--- src/rtl/rf_sched_pkg.sv ---
// Shared constants and types of the RF frame interval scheduler.
// Assumes a 32-bit AXI4-Lite master and a 200 MHz system clock.
package rf_sched_pkg;
    // ****************************************************************
    // Register map (byte addresses)
    // ****************************************************************
    localparam logic [7:0] ADDR_SEQ  = 8'h00;
    localparam logic [7:0] ADDR_BASE = 8'h04;
    localparam logic [7:0] ADDR_SEED = 8'h08;
    localparam logic [7:0] ADDR_FNT  = 8'h0C;
    localparam logic [7:0] ADDR_CTRL = 8'h10;
    localparam logic [7:0] ADDR_STAT = 8'h14;
    // ****************************************************************
    // Field positions
    // ****************************************************************
    localparam int SEQ_DATA    = 7;
    localparam int SEQ_INTERFRAME_POWER_DOWN    = 6;
    localparam int SEQ_INITIAL_SPACE_ENABLE    = 5;
    localparam int SEQ_INTERRUPT_DELAY_SELECT    = 4;
    localparam int SEED_VCO_HIGH_POWER  = 7;
    localparam int CTRL_SEND   = 7;
    localparam int CTRL_ACK    = 4;
    localparam int CTRL_IEN    = 3;
    localparam int CTRL_DIRECT = 1;
    localparam int CTRL_MRST   = 0;
    // ****************************************************************
    // Reset values, responses and timing
    // ****************************************************************
    localparam logic [7:0]  RST_BYTE    = 8'h00;
    localparam logic [1:0]  RESP_OKAY   = 2'h0;
    localparam logic [1:0]  RESP_SLVERR = 2'h2;
    localparam int          CLK_PERIOD_PS   = 5000;
    localparam int          TICK_NS         = 1000000;
    localparam int          TICK_CYCLES_DEF = TICK_NS * 1000 / CLK_PERIOD_PS;
    localparam int          REM_W           = 12;
    // ****************************************************************
    // Types
    // ****************************************************************
    typedef enum logic [2:0] {
        ST_IDLE, ST_GAP, ST_START, ST_FRAME, ST_DONE
    } seq_state_t;
    typedef struct packed {
        logic [7:0] seq;
        logic [7:0] base;
        logic [7:0] seed;
        logic [5:0] fnt;
    } cfg_t;
    typedef struct packed {
        logic send;
        logic ien;
        logic direct;
    } ctrl_t;
endpackage

--- src/rtl/rf_frame_interval_scheduler.sv ---
// Frame sequencing and interframe timing of one RF datagram.
// Assumes an AXI4-Lite master, a frame engine giving frame_done pulses,
// and error and low-voltage flags held by neighbouring logic.
//
// Chosen here: the register addresses and the AXI4-Lite slave port.
module rf_frame_interval_scheduler
#(
    parameter int unsigned TICK_CYCLES = rf_sched_pkg::TICK_CYCLES_DEF
) (
    // Clock, reset, enable
    input  wire logic        aclk,
    input  wire logic        aresetn,
    input  wire logic        ce,
    // AXI4-Lite write
    input  wire logic [7:0]  s_axi_awaddr,
    input  wire logic        s_axi_awvalid,
    output logic             s_axi_awready,
    input  wire logic [31:0] s_axi_wdata,
    input  wire logic [3:0]  s_axi_wstrb,
    input  wire logic        s_axi_wvalid,
    output logic             s_axi_wready,
    output logic [1:0]       s_axi_bresp,
    output logic             s_axi_bvalid,
    input  wire logic        s_axi_bready,
    // AXI4-Lite read
    input  wire logic [7:0]  s_axi_araddr,
    input  wire logic        s_axi_arvalid,
    output logic             s_axi_arready,
    output logic [31:0]      s_axi_rdata,
    output logic [1:0]       s_axi_rresp,
    output logic             s_axi_rvalid,
    input  wire logic        s_axi_rready,
    // Frame engine
    output logic             frame_start,
    input  wire logic        frame_done,
    // Neighbouring flags
    input  wire logic        tx_error_flag,
    input  wire logic        low_voltage_flag,
    // Analog controls and interrupt
    output logic             crystal_oscillator_enable,
    output logic             vco_high_power,
    output logic             pa_out,
    output logic             rf_irq
);
    import rf_sched_pkg::*;
    if (TICK_CYCLES < 2) begin : g_tick_check
        $error("TICK_CYCLES must be at least 2");
    end

    // ****************************************************************
    // Helpers
    // ****************************************************************
    function automatic logic [6:0] lfsr_step(input logic [6:0] l);
        lfsr_step = {l[5:0], l[6] ^ l[5]};
    endfunction
    function automatic logic [REM_W-1:0] gap_len(input logic [7:0] b,
        input logic [5:0] f, input logic [4:0] n, input logic [6:0] r);
        logic [REM_W-1:0] fn;
        fn = REM_W'(f) * REM_W'(n);
        if (r == 7'h00) begin
            gap_len = (REM_W'(b) > fn) ? REM_W'(b) : fn;
        end else begin
            gap_len = REM_W'(b) + fn + REM_W'(r);
        end
    endfunction

    // ****************************************************************
    // AXI4-Lite slave
    // ****************************************************************
    cfg_t              cfg;
    ctrl_t             ctrl;
    seq_state_t        state;
    logic              flag;
    logic              mrst;
    logic              srst;
    logic [6:0]        lfsr;
    logic [4:0]        frames_sent;
    logic [REM_W-1:0]  remain;
    logic              last_gap;
    logic              send_q;
    logic              aw_got;
    logic              w_got;
    logic [7:0]        aw_addr;
    logic [31:0]       w_data;
    logic              w_lane0;
    logic              wr_go;
    logic [31:0]       rd_val;
    logic              rd_ok;
    logic              wr_ok;

    assign srst = !aresetn || mrst;
    assign s_axi_awready = ce && !aw_got && !s_axi_bvalid;
    assign s_axi_wready  = ce && !w_got && !s_axi_bvalid;
    assign s_axi_arready = ce && !s_axi_rvalid;
    assign wr_go = aw_got && w_got && !s_axi_bvalid;
    assign wr_ok = aw_addr inside {ADDR_SEQ, ADDR_BASE, ADDR_SEED,
                                   ADDR_FNT, ADDR_CTRL, ADDR_STAT};

    always_ff @(posedge aclk) begin
        if (!aresetn) begin
            aw_got  <= 1'b0;
            w_got   <= 1'b0;
            aw_addr <= 8'h00;
            w_data  <= 32'h0000_0000;
            w_lane0 <= 1'b0;
            s_axi_bvalid <= 1'b0;
            s_axi_bresp  <= RESP_OKAY;
        end else if (ce) begin
            if (s_axi_awvalid && s_axi_awready) begin
                aw_got  <= 1'b1;
                aw_addr <= {s_axi_awaddr[7:2], 2'h0};
            end
            if (s_axi_wvalid && s_axi_wready) begin
                w_got   <= 1'b1;
                w_data  <= s_axi_wdata;
                w_lane0 <= s_axi_wstrb[0];
            end
            if (wr_go) begin
                aw_got <= 1'b0;
                w_got  <= 1'b0;
                s_axi_bvalid <= 1'b1;
                s_axi_bresp  <= wr_ok ? RESP_OKAY : RESP_SLVERR;
            end else if (s_axi_bready) begin
                s_axi_bvalid <= 1'b0;
            end
        end
    end

    function automatic logic wr_hit(input logic [7:0] a);
        wr_hit = wr_go && w_lane0 && aw_addr == a;
    endfunction
    always_comb begin
        rd_val = 32'h0000_0000;
        rd_ok  = 1'b1;
        unique case ({s_axi_araddr[7:2], 2'h0})
            ADDR_SEQ:  rd_val[7:0] = cfg.seq;
            ADDR_BASE: rd_val[7:0] = cfg.base;
            ADDR_SEED: rd_val[7:0] = cfg.seed;
            ADDR_FNT:  rd_val[5:0] = cfg.fnt;
            ADDR_CTRL: rd_val[7:0] = {ctrl.send, 3'h0, ctrl.ien, 1'b0,
                                      ctrl.direct, 1'b0};
            ADDR_STAT: rd_val = {8'h00, 1'b0, lfsr, 3'h0, frames_sent,
                                 3'h0, state != ST_IDLE,
                                 crystal_oscillator_enable,
                                 low_voltage_flag, tx_error_flag, flag};
            default:   rd_ok = 1'b0;
        endcase
    end

    always_ff @(posedge aclk) begin
        if (!aresetn) begin
            s_axi_rvalid <= 1'b0;
            s_axi_rdata  <= 32'h0000_0000;
            s_axi_rresp  <= RESP_OKAY;
        end else if (ce) begin
            if (s_axi_arvalid && s_axi_arready) begin
                s_axi_rvalid <= 1'b1;
                s_axi_rdata  <= rd_val;
                s_axi_rresp  <= rd_ok ? RESP_OKAY : RESP_SLVERR;
            end else if (s_axi_rready) begin
                s_axi_rvalid <= 1'b0;
            end
        end
    end

    // ****************************************************************
    // Configuration registers and module reset
    // ****************************************************************
    always_ff @(posedge aclk) begin
        if (!aresetn) begin
            mrst <= 1'b0;
        end else if (ce) begin
            mrst <= wr_hit(ADDR_CTRL) && w_data[CTRL_MRST];
        end
    end
    always_ff @(posedge aclk) begin
        if (srst) begin
            cfg <= '0;
        end else if (ce) begin
            if (wr_hit(ADDR_SEQ)) begin
                cfg.seq <= w_data[7:0];
            end
            if (wr_hit(ADDR_BASE)) begin
                cfg.base <= w_data[7:0];
            end
            if (wr_hit(ADDR_SEED)) begin
                cfg.seed <= w_data[7:0];
            end
            if (wr_hit(ADDR_FNT)) begin
                cfg.fnt <= w_data[5:0];
            end
        end
    end

    always_ff @(posedge aclk) begin
        if (srst) begin
            ctrl <= '0;
        end else if (ce) begin
            if (wr_hit(ADDR_CTRL)) begin
                ctrl.send   <= w_data[CTRL_SEND];
                ctrl.ien    <= w_data[CTRL_IEN];
                ctrl.direct <= w_data[CTRL_DIRECT];
            end else if (state == ST_DONE) begin
                ctrl.send <= 1'b0;
            end
        end
    end

    // ****************************************************************
    // Datagram sequencer
    // ****************************************************************
    logic                            start;
    logic                            tick;
    logic                            last_frame;
    logic [$clog2(TICK_CYCLES)-1:0]  tick_cnt;
    logic [4:0]                      next_sent;
    logic                            next_osc;

    assign start      = ctrl.send && !send_q && state == ST_IDLE;
    assign tick       = tick_cnt == ($clog2(TICK_CYCLES))'(TICK_CYCLES - 1);
    assign last_frame = frames_sent == {1'b0, cfg.seq[3:0]};
    assign next_sent  = frames_sent + 5'h01;

    always_ff @(posedge aclk) begin
        if (srst) begin
            send_q <= 1'b0;
        end else if (ce) begin
            send_q <= ctrl.send;
        end
    end
    always_ff @(posedge aclk) begin
        if (srst || state != ST_GAP) begin
            tick_cnt <= '0;
        end else if (ce) begin
            tick_cnt <= tick ? '0 : tick_cnt + 1'b1;
        end
    end

    always_ff @(posedge aclk) begin
        if (srst) begin
            state       <= ST_IDLE;
            frames_sent <= 5'h00;
            remain      <= '0;
            last_gap    <= 1'b0;
            lfsr        <= 7'h00;
        end else if (ce) begin
            if (!ctrl.send && state != ST_DONE) begin
                state <= ST_IDLE;
            end else begin
                unique case (state)
                    ST_IDLE: if (start) begin
                        frames_sent <= 5'h00;
                        last_gap    <= 1'b0;
                        if (cfg.seq[SEQ_INITIAL_SPACE_ENABLE]) begin
                            state  <= ST_GAP;
                            remain <= gap_len(cfg.base, cfg.fnt, 5'h00,
                                              cfg.seed[6:0]);
                            lfsr   <= lfsr_step(cfg.seed[6:0]);
                        end else begin
                            state <= ST_START;
                            lfsr  <= cfg.seed[6:0];
                        end
                    end
                    ST_GAP: if (remain == '0) begin
                        state <= last_gap ? ST_DONE : ST_START;
                    end else if (tick) begin
                        remain <= remain - 1'b1;
                    end
                    ST_START: state <= ST_FRAME;
                    ST_FRAME: if (frame_done) begin
                        frames_sent <= next_sent;
                        if (last_frame && !cfg.seq[SEQ_INTERRUPT_DELAY_SELECT]) begin
                            state <= ST_DONE;
                        end else begin
                            state    <= ST_GAP;
                            last_gap <= last_frame;
                            remain   <= gap_len(cfg.base, cfg.fnt,
                                                next_sent, lfsr);
                            lfsr     <= lfsr_step(lfsr);
                        end
                    end
                    ST_DONE: state <= ST_IDLE;
                endcase
            end
        end
    end

    // ****************************************************************
    // Outputs, completion flag and interrupt
    // ****************************************************************
    always_comb begin
        next_osc = ctrl.send;
        if (cfg.seq[SEQ_INTERFRAME_POWER_DOWN] && state == ST_GAP) begin
            next_osc = ctrl.send && !last_gap && remain <= REM_W'(1);
        end
    end

    always_ff @(posedge aclk) begin
        if (srst) begin
            crystal_oscillator_enable <= 1'b0;
            vco_high_power <= 1'b0;
            pa_out         <= 1'b0;
            frame_start    <= 1'b0;
        end else if (ce) begin
            crystal_oscillator_enable <= next_osc;
            vco_high_power <= cfg.seed[SEED_VCO_HIGH_POWER];
            pa_out         <= ctrl.direct && cfg.seq[SEQ_DATA];
            frame_start    <= state == ST_START && ctrl.send;
        end
    end

    always_ff @(posedge aclk) begin
        if (srst) begin
            flag   <= 1'b0;
            rf_irq <= 1'b0;
        end else if (ce) begin
            if (state == ST_DONE) begin
                flag <= 1'b1;
            end else if (wr_hit(ADDR_CTRL) && w_data[CTRL_ACK]) begin
                flag <= 1'b0;
            end
            rf_irq <= ctrl.ien && (flag || tx_error_flag
                                   || low_voltage_flag);
        end
    end
endmodule

--- config.mk ---
export PLATFORM = sky130hd
export DESIGN_NAME = rf_frame_interval_scheduler
export DESIGN_NICKNAME = d
export VERILOG_FILES = /design/src/rtl/rf_sched_pkg.sv /design/src/rtl/rf_frame_interval_scheduler.sv
export SDC_FILE = /design/constraint.sdc
export NUM_CORES = 1
export LEC_CHECK = 0
export ABC_AREA = 1
export BUFFER_PORTS_ARGS = -buffer_cell sky130_fd_sc_hd__buf_2
export CAP_MARGIN = 0
export CORE_MARGIN = 1.5
export CORE_UTILIZATION = 53
export CTS_BUF_LIST = sky130_fd_sc_hd__clkbuf_4
export CTS_CLUSTER_SIZE = 20
export DETAILED_ROUTE_END_ITERATION = 8
export HOLD_SLACK_MARGIN = 0.06
export MAX_ROUTING_LAYER = met4
export PLACE_DENSITY = 0.83
export SYNTH_ARGS = -nofsm -noshare
export SYNTH_HDL_FRONTEND = slang
export SYNTH_SLANG_ARGS = --single-unit
export TNS_END_PERCENT = 100
--- constraint.sdc ---
create_clock -name aclk -period 9.8 [get_ports aclk]
set_input_delay 1.96 -clock aclk [delete_from_list [all_inputs] [get_ports aclk]]
set_output_delay 1.96 -clock aclk [all_outputs]
set_load 0.02 [all_outputs]
==> impl_summary.md <==
Status
The run finished with clean final reports.

Hold path
The type of the most critical hold path is register to register.

Worst setup path
The critical path's largest stage delay is roughly 0.57 ns. The startpoint type of the worst setup path is a register. The largest individual stage delay along the critical path comes from the cell sky130_fd_sc_hd__dfxtp_1. Together, buffers and inverters on the worst path number 3. For the worst setup path, the data arrival time is ~6.5 ns. The required time reported for the critical path endpoint is 10.25 ns. The highest net fanout along the worst path is 10. The startpoint-to-endpoint class of the critical path is register to register.

The endpoint kind of the worst setup timing path is a register. The critical path goes through ha_1, nand3_1, xor2_1, inv_1, nand2_1, fa_1, fa_1, fa_1, inv_1, ha_1, a21oi_1, nand2_1, a31o_2, xor2_1, ha_1, ha_1, inv_1, o311ai_0, nand2_1, xor2_1, o21ai_0, nand2_1, a21oi_1. The kind of cell with the highest combined delay on the critical path is adder cells.

Routing
The remaining antenna violation count after routing is 0. After detailed routing, the average wire length per cell comes to ~15 um. The first routing iteration left 609 violations. The count of TritonRoute iterations in the first routing pass is 5. The number of remaining DRC errors is 0. The final routed wirelength across all metal layers is 21700 um.

Summing over every cut layer, the via total after detailed routing is around 8100. The average via count per standard cell is 5.59.

Power and ir drop
For this design the static power due to leakage is 3.99 nW. The clock network fraction of total power is 0.391. The share of total power dissipated in combinational logic is 0.078. The net switching fraction of the power is 0.275. IR analysis of the VDD net gives a maximum drop of 0.109 mV. The internal portion of the total power is between 0.7 and 0.8 mW. The power per cell area is 113 nW/um^2.

The power dissipated by switching net loads is ~0.28 mW. The share of total power dissipated in sequential elements is 0.532.

Global route
The number of antenna violations at the first check in global routing is 1. The first-pass GRT wire length is between 30000 and 40000 um. The number of global-route vias before repair is approximately 7500. The pin count of the biggest net entering global routing is 47. Across every metal layer, demand over resource in global routing totals 0.282.

Global routing finished with a remaining overflow of 0.

Clock tree
The CTS H-tree depth is 4. The number of buffers added by the clock tree synthesis step is 17. The number of hold buffers added after CTS is 0.

CTS placed an instance of sky130_fd_sc_hd__clkbuf_4 at the clock tree root. The clock latency of the later-clocked register in the worst-skew pair is 0.53 ns. The number of setup buffers added after CTS is 0. TritonCTS built the clock tree.

Clock-pin slew was measured on the worst setup and hold paths at ~0.12 ns. The number of clock sinks is between 100 and 150. The clock passes through at most 2 buffers. The number of gates given a new drive strength after cts is 0.

Timing
Setup violations remaining at the end of the flow were counted as 0. On the final layout, the worst clock skew is about 0.014 ns. The final critical delay including setup and external delays is just over 6 ns. The count of final max-slew check failures was 0.

Setup repair after global routing left no endpoint under its margin. The setup total negative slack is 0 ns. The slew of the pin with the lowest slew margin is approximately 1.1 ns. The maximum achievable frequency is 0.164 GHz. The number of hold-slack violations in the final timing report is 0. The headroom to the max-slew limit is 0.232.

The part of the cycle the worst path needs is 0.622.

Die
The width of the die is roughly 130 um. For this design the top-level I/O count stands at 109. The floorplan step defined a core boundary enclosing between 15000 and 20000 sq um. The initial core utilization is 0.544.

The die area is about 16000 sq um. The number of core rows is 45. In this run the vertical extent of the chip is between 100 and 150 um.

Logic synthesis
The async set-or-reset flop fraction in the synthesized netlist is 0. The share of the synthesized area in the top cell type is 0.310. The post-synthesis adder-cell area fraction is 0.122. The sequential cell area fraction in the yosys report is 0.310.

The per-instance average area after synthesis is around 7 sq um. The area of the mapped netlist is approximately 8300 sq um. Of the total synthesized cell area, the portion taken by AND, OR, NAND and NOR gates is 0.244. The cell taking the most area after synthesis is sky130_fd_sc_hd__dfxtp_1.

The number of different library cells in the post-synthesis netlist is 50. Of the total synthesized cell area, the portion taken by XOR and XNOR cells is 0.0265. After synthesis, the largest family of logic cells by area is simple AND/OR/NAND/NOR gates. The synthesis-stage register bit count is between 100 and 150. Ranked by total cell area, the synthesized netlist is headed by sky130_fd_sc_hd__dfxtp_1 (31%), sky130_fd_sc_hd__nand2_1 (10%), sky130_fd_sc_hd__a21oi_1 (8.7%). During synthesis, Yosys emitted a total of 0 warnings. The portion of synthesized area spent on multiplexers is 0. The compound-cell area share of the yosys netlist is 0.194. In the synthesized netlist the dominant register cell turns out to be sky130_fd_sc_hd__dfxtp_1. The number of enable flip-flop cells after synthesis is 0.

The number of instances in the synthesized netlist is about 1200.

Place
In this run the tool buffered the top-level ports with 63 buffer cells. The final weighted congestion in routability-driven placement is 0.928. After legalization and detailed placement, the total HPWL measured about 17000 um.

Final layout
At the end of the flow the core is filled with cells to 0.589. The layout net count is ~1400. After filler insertion, the fill cell instance count of the layout stands at around 1400. Compared with the post-synthesis result, the final layout area differs by 8.22%. The fraction of layout instances using a drive strength above 1 is 0.0960.

Flow run
The tool flagged a number of max-cap violations equal to 0.
state kept, by name, summed over array words and instances, names as in the netlist, 3 cells and up:
name,cells
state,3
s_axi_rdata,20
w_data,8
cfg,30
frames_sent,5
remain,12
aw_addr,6
tick_cnt,18
lfsr,7
ctrl,3
placed cells by master, fill, tap and decap left out, drive strengths merged, types with 6 or more instances in the layout:
| cell type | netlist | routed |
|---|---|---|
| ha | 47 | 47 |
| nand3 | 53 | 53 |
| conb | 1 | 14 |
| o21ai | 109 | 109 |
| o211ai | 11 | 11 |
| a21oi | 144 | 144 |
| nand4 | 16 | 16 |
| nor3 | 23 | 23 |
| clkbuf | 24 | 17 |
| o22ai | 9 | 9 |
| dfxtp | 128 | 128 |
| inv | 161 | 166 |
| fa | 21 | 21 |
| nor2 | 125 | 125 |
| nor4 | 8 | 8 |
| nand2 | 233 | 233 |
| xor2 | 17 | 17 |
| buf | 22 | 64 |
| xnor2 | 8 | 8 |
| clkinv | 2 | 6 |
| or2 | 6 | 6 |
final timing paths:
kind	from	endpoint	slack [ns]	cells past startpoint
worst max register to register	frames_sent[0]$_SDFFE_PP0P_	remain[9]$_SDFFE_PP0P_	3.71	23
worst max-delay path	frames_sent[0]$_SDFFE_PP0P_	remain[9]$_SDFFE_PP0P_	3.71	23
worst min-delay path	s_axi_rdata[5]$_SDFFE_PN0P_	s_axi_rdata[5]$_SDFFE_PN0P_	0.47	2
worst min register to register	s_axi_rdata[5]$_SDFFE_PN0P_	s_axi_rdata[5]$_SDFFE_PN0P_	0.47	2
tightest hold or removal path: stages, from the launching register on:
cell and delay (ns):
sky130_fd_sc_hd__dfxtp_1 0.33, sky130_fd_sc_hd__nand2_1 0.06, sky130_fd_sc_hd__a21oi_1 0.05
power by group through the flow:
stage | Sequential [mW] | Clock (mW) | Combinational (mW)
finish | 0.537 | 0.395 | 0.0788
global placement | 0.548 | 0 | 0.0759
global route | 0.539 | 0.421 | 0.0883
floorplan | 0.553 | 0 | 0.0519
detailed placement | 0.548 | 0 | 0.0777
CTS | 0.537 | 0.402 | 0.0782
metal layers:
layer | vias to the layer above | routed length (um) | share of wire | global-route usage
met3 | 45 | 1540 | 0.071 | 0.0371
met4 | 0 | 555 | 0.026 | 0.0932
met2 | 338 | 10100 | 0.46 | 0.464
met5 | - | 0 | 0 | -
met1 | 3674 | 9550 | 0.44 | 0.361
li1 | 4047 | - | - | -
area by class of cell:
type	instances	area, sq um	area share
multi-input combinational	874	4900	0.548
timing repair buffer	64	323	0.0361
clock buffer	17	128	0.0143
inverter	163	612	0.0684
clock inverter	15	181	0.0203
tap	188	235	0.0263
sequential	128	2560	0.286
antenna	1	2.50	0.000280
synthesized netlist by cell type (2+ instances only):
library cell and instances:
sky130_fd_sc_hd__nand2_1 230, sky130_fd_sc_hd__inv_1 155, sky130_fd_sc_hd__a21oi_1 143, sky130_fd_sc_hd__dfxtp_1 128, sky130_fd_sc_hd__nor2_1 118, sky130_fd_sc_hd__o21ai_0 104, sky130_fd_sc_hd__nand3_1 53, sky130_fd_sc_hd__ha_1 47
sky130_fd_sc_hd__clkbuf_1 24, sky130_fd_sc_hd__nor3_1 22, sky130_fd_sc_hd__fa_1 21, sky130_fd_sc_hd__xor2_1 17, sky130_fd_sc_hd__nand4_1 15, sky130_fd_sc_hd__buf_4 14, sky130_fd_sc_hd__o211ai_1 11, sky130_fd_sc_hd__o22ai_1 9
sky130_fd_sc_hd__nor4_1 8, sky130_fd_sc_hd__xnor2_1 8, sky130_fd_sc_hd__inv_2 6, sky130_fd_sc_hd__a31oi_1 5, sky130_fd_sc_hd__buf_2 5, sky130_fd_sc_hd__nor2_2 4, sky130_fd_sc_hd__o21ai_1 4, sky130_fd_sc_hd__or2_2 4
sky130_fd_sc_hd__a22oi_1 3, sky130_fd_sc_hd__nand2_2 3, sky130_fd_sc_hd__nor2_4 3, sky130_fd_sc_hd__nor3b_1 3, sky130_fd_sc_hd__o2111ai_1 3, sky130_fd_sc_hd__a211oi_1 2, sky130_fd_sc_hd__a221oi_1 2, sky130_fd_sc_hd__buf_1 2
sky130_fd_sc_hd__clkinv_1 2, sky130_fd_sc_hd__o21bai_1 2, sky130_fd_sc_hd__o311ai_0 2, sky130_fd_sc_hd__o31ai_1 2
cell families (layout without fill, tap and decap cells):
logic type                 after synthesis  after routing
buffers and inverters                  209            259
adders and majority gates               68             68
DFF                                    128            128
xor gates and xnor gates                25             25
other                                    1             15
and+or+nand+nor                        469            469
AOI/OAI and AO/OA                      298            298
stage by stage:
step	std cells	total power, mW	worst slack, ns	hold slack (ns)	cell area [sq um]
floorplan	1211	0.605	4.47	0.439	8320
global placement	1417	0.624	3.87	0.454	8640
detailed placement	1417	0.626	3.78	0.455	8640
CTS	1449	1.02	3.75	0.473	8950
global route	1450	1.05	3.27	0.491	8950
finish	1450	1.01	3.71	0.472	8950
Power figures use the tool's default switching activity.
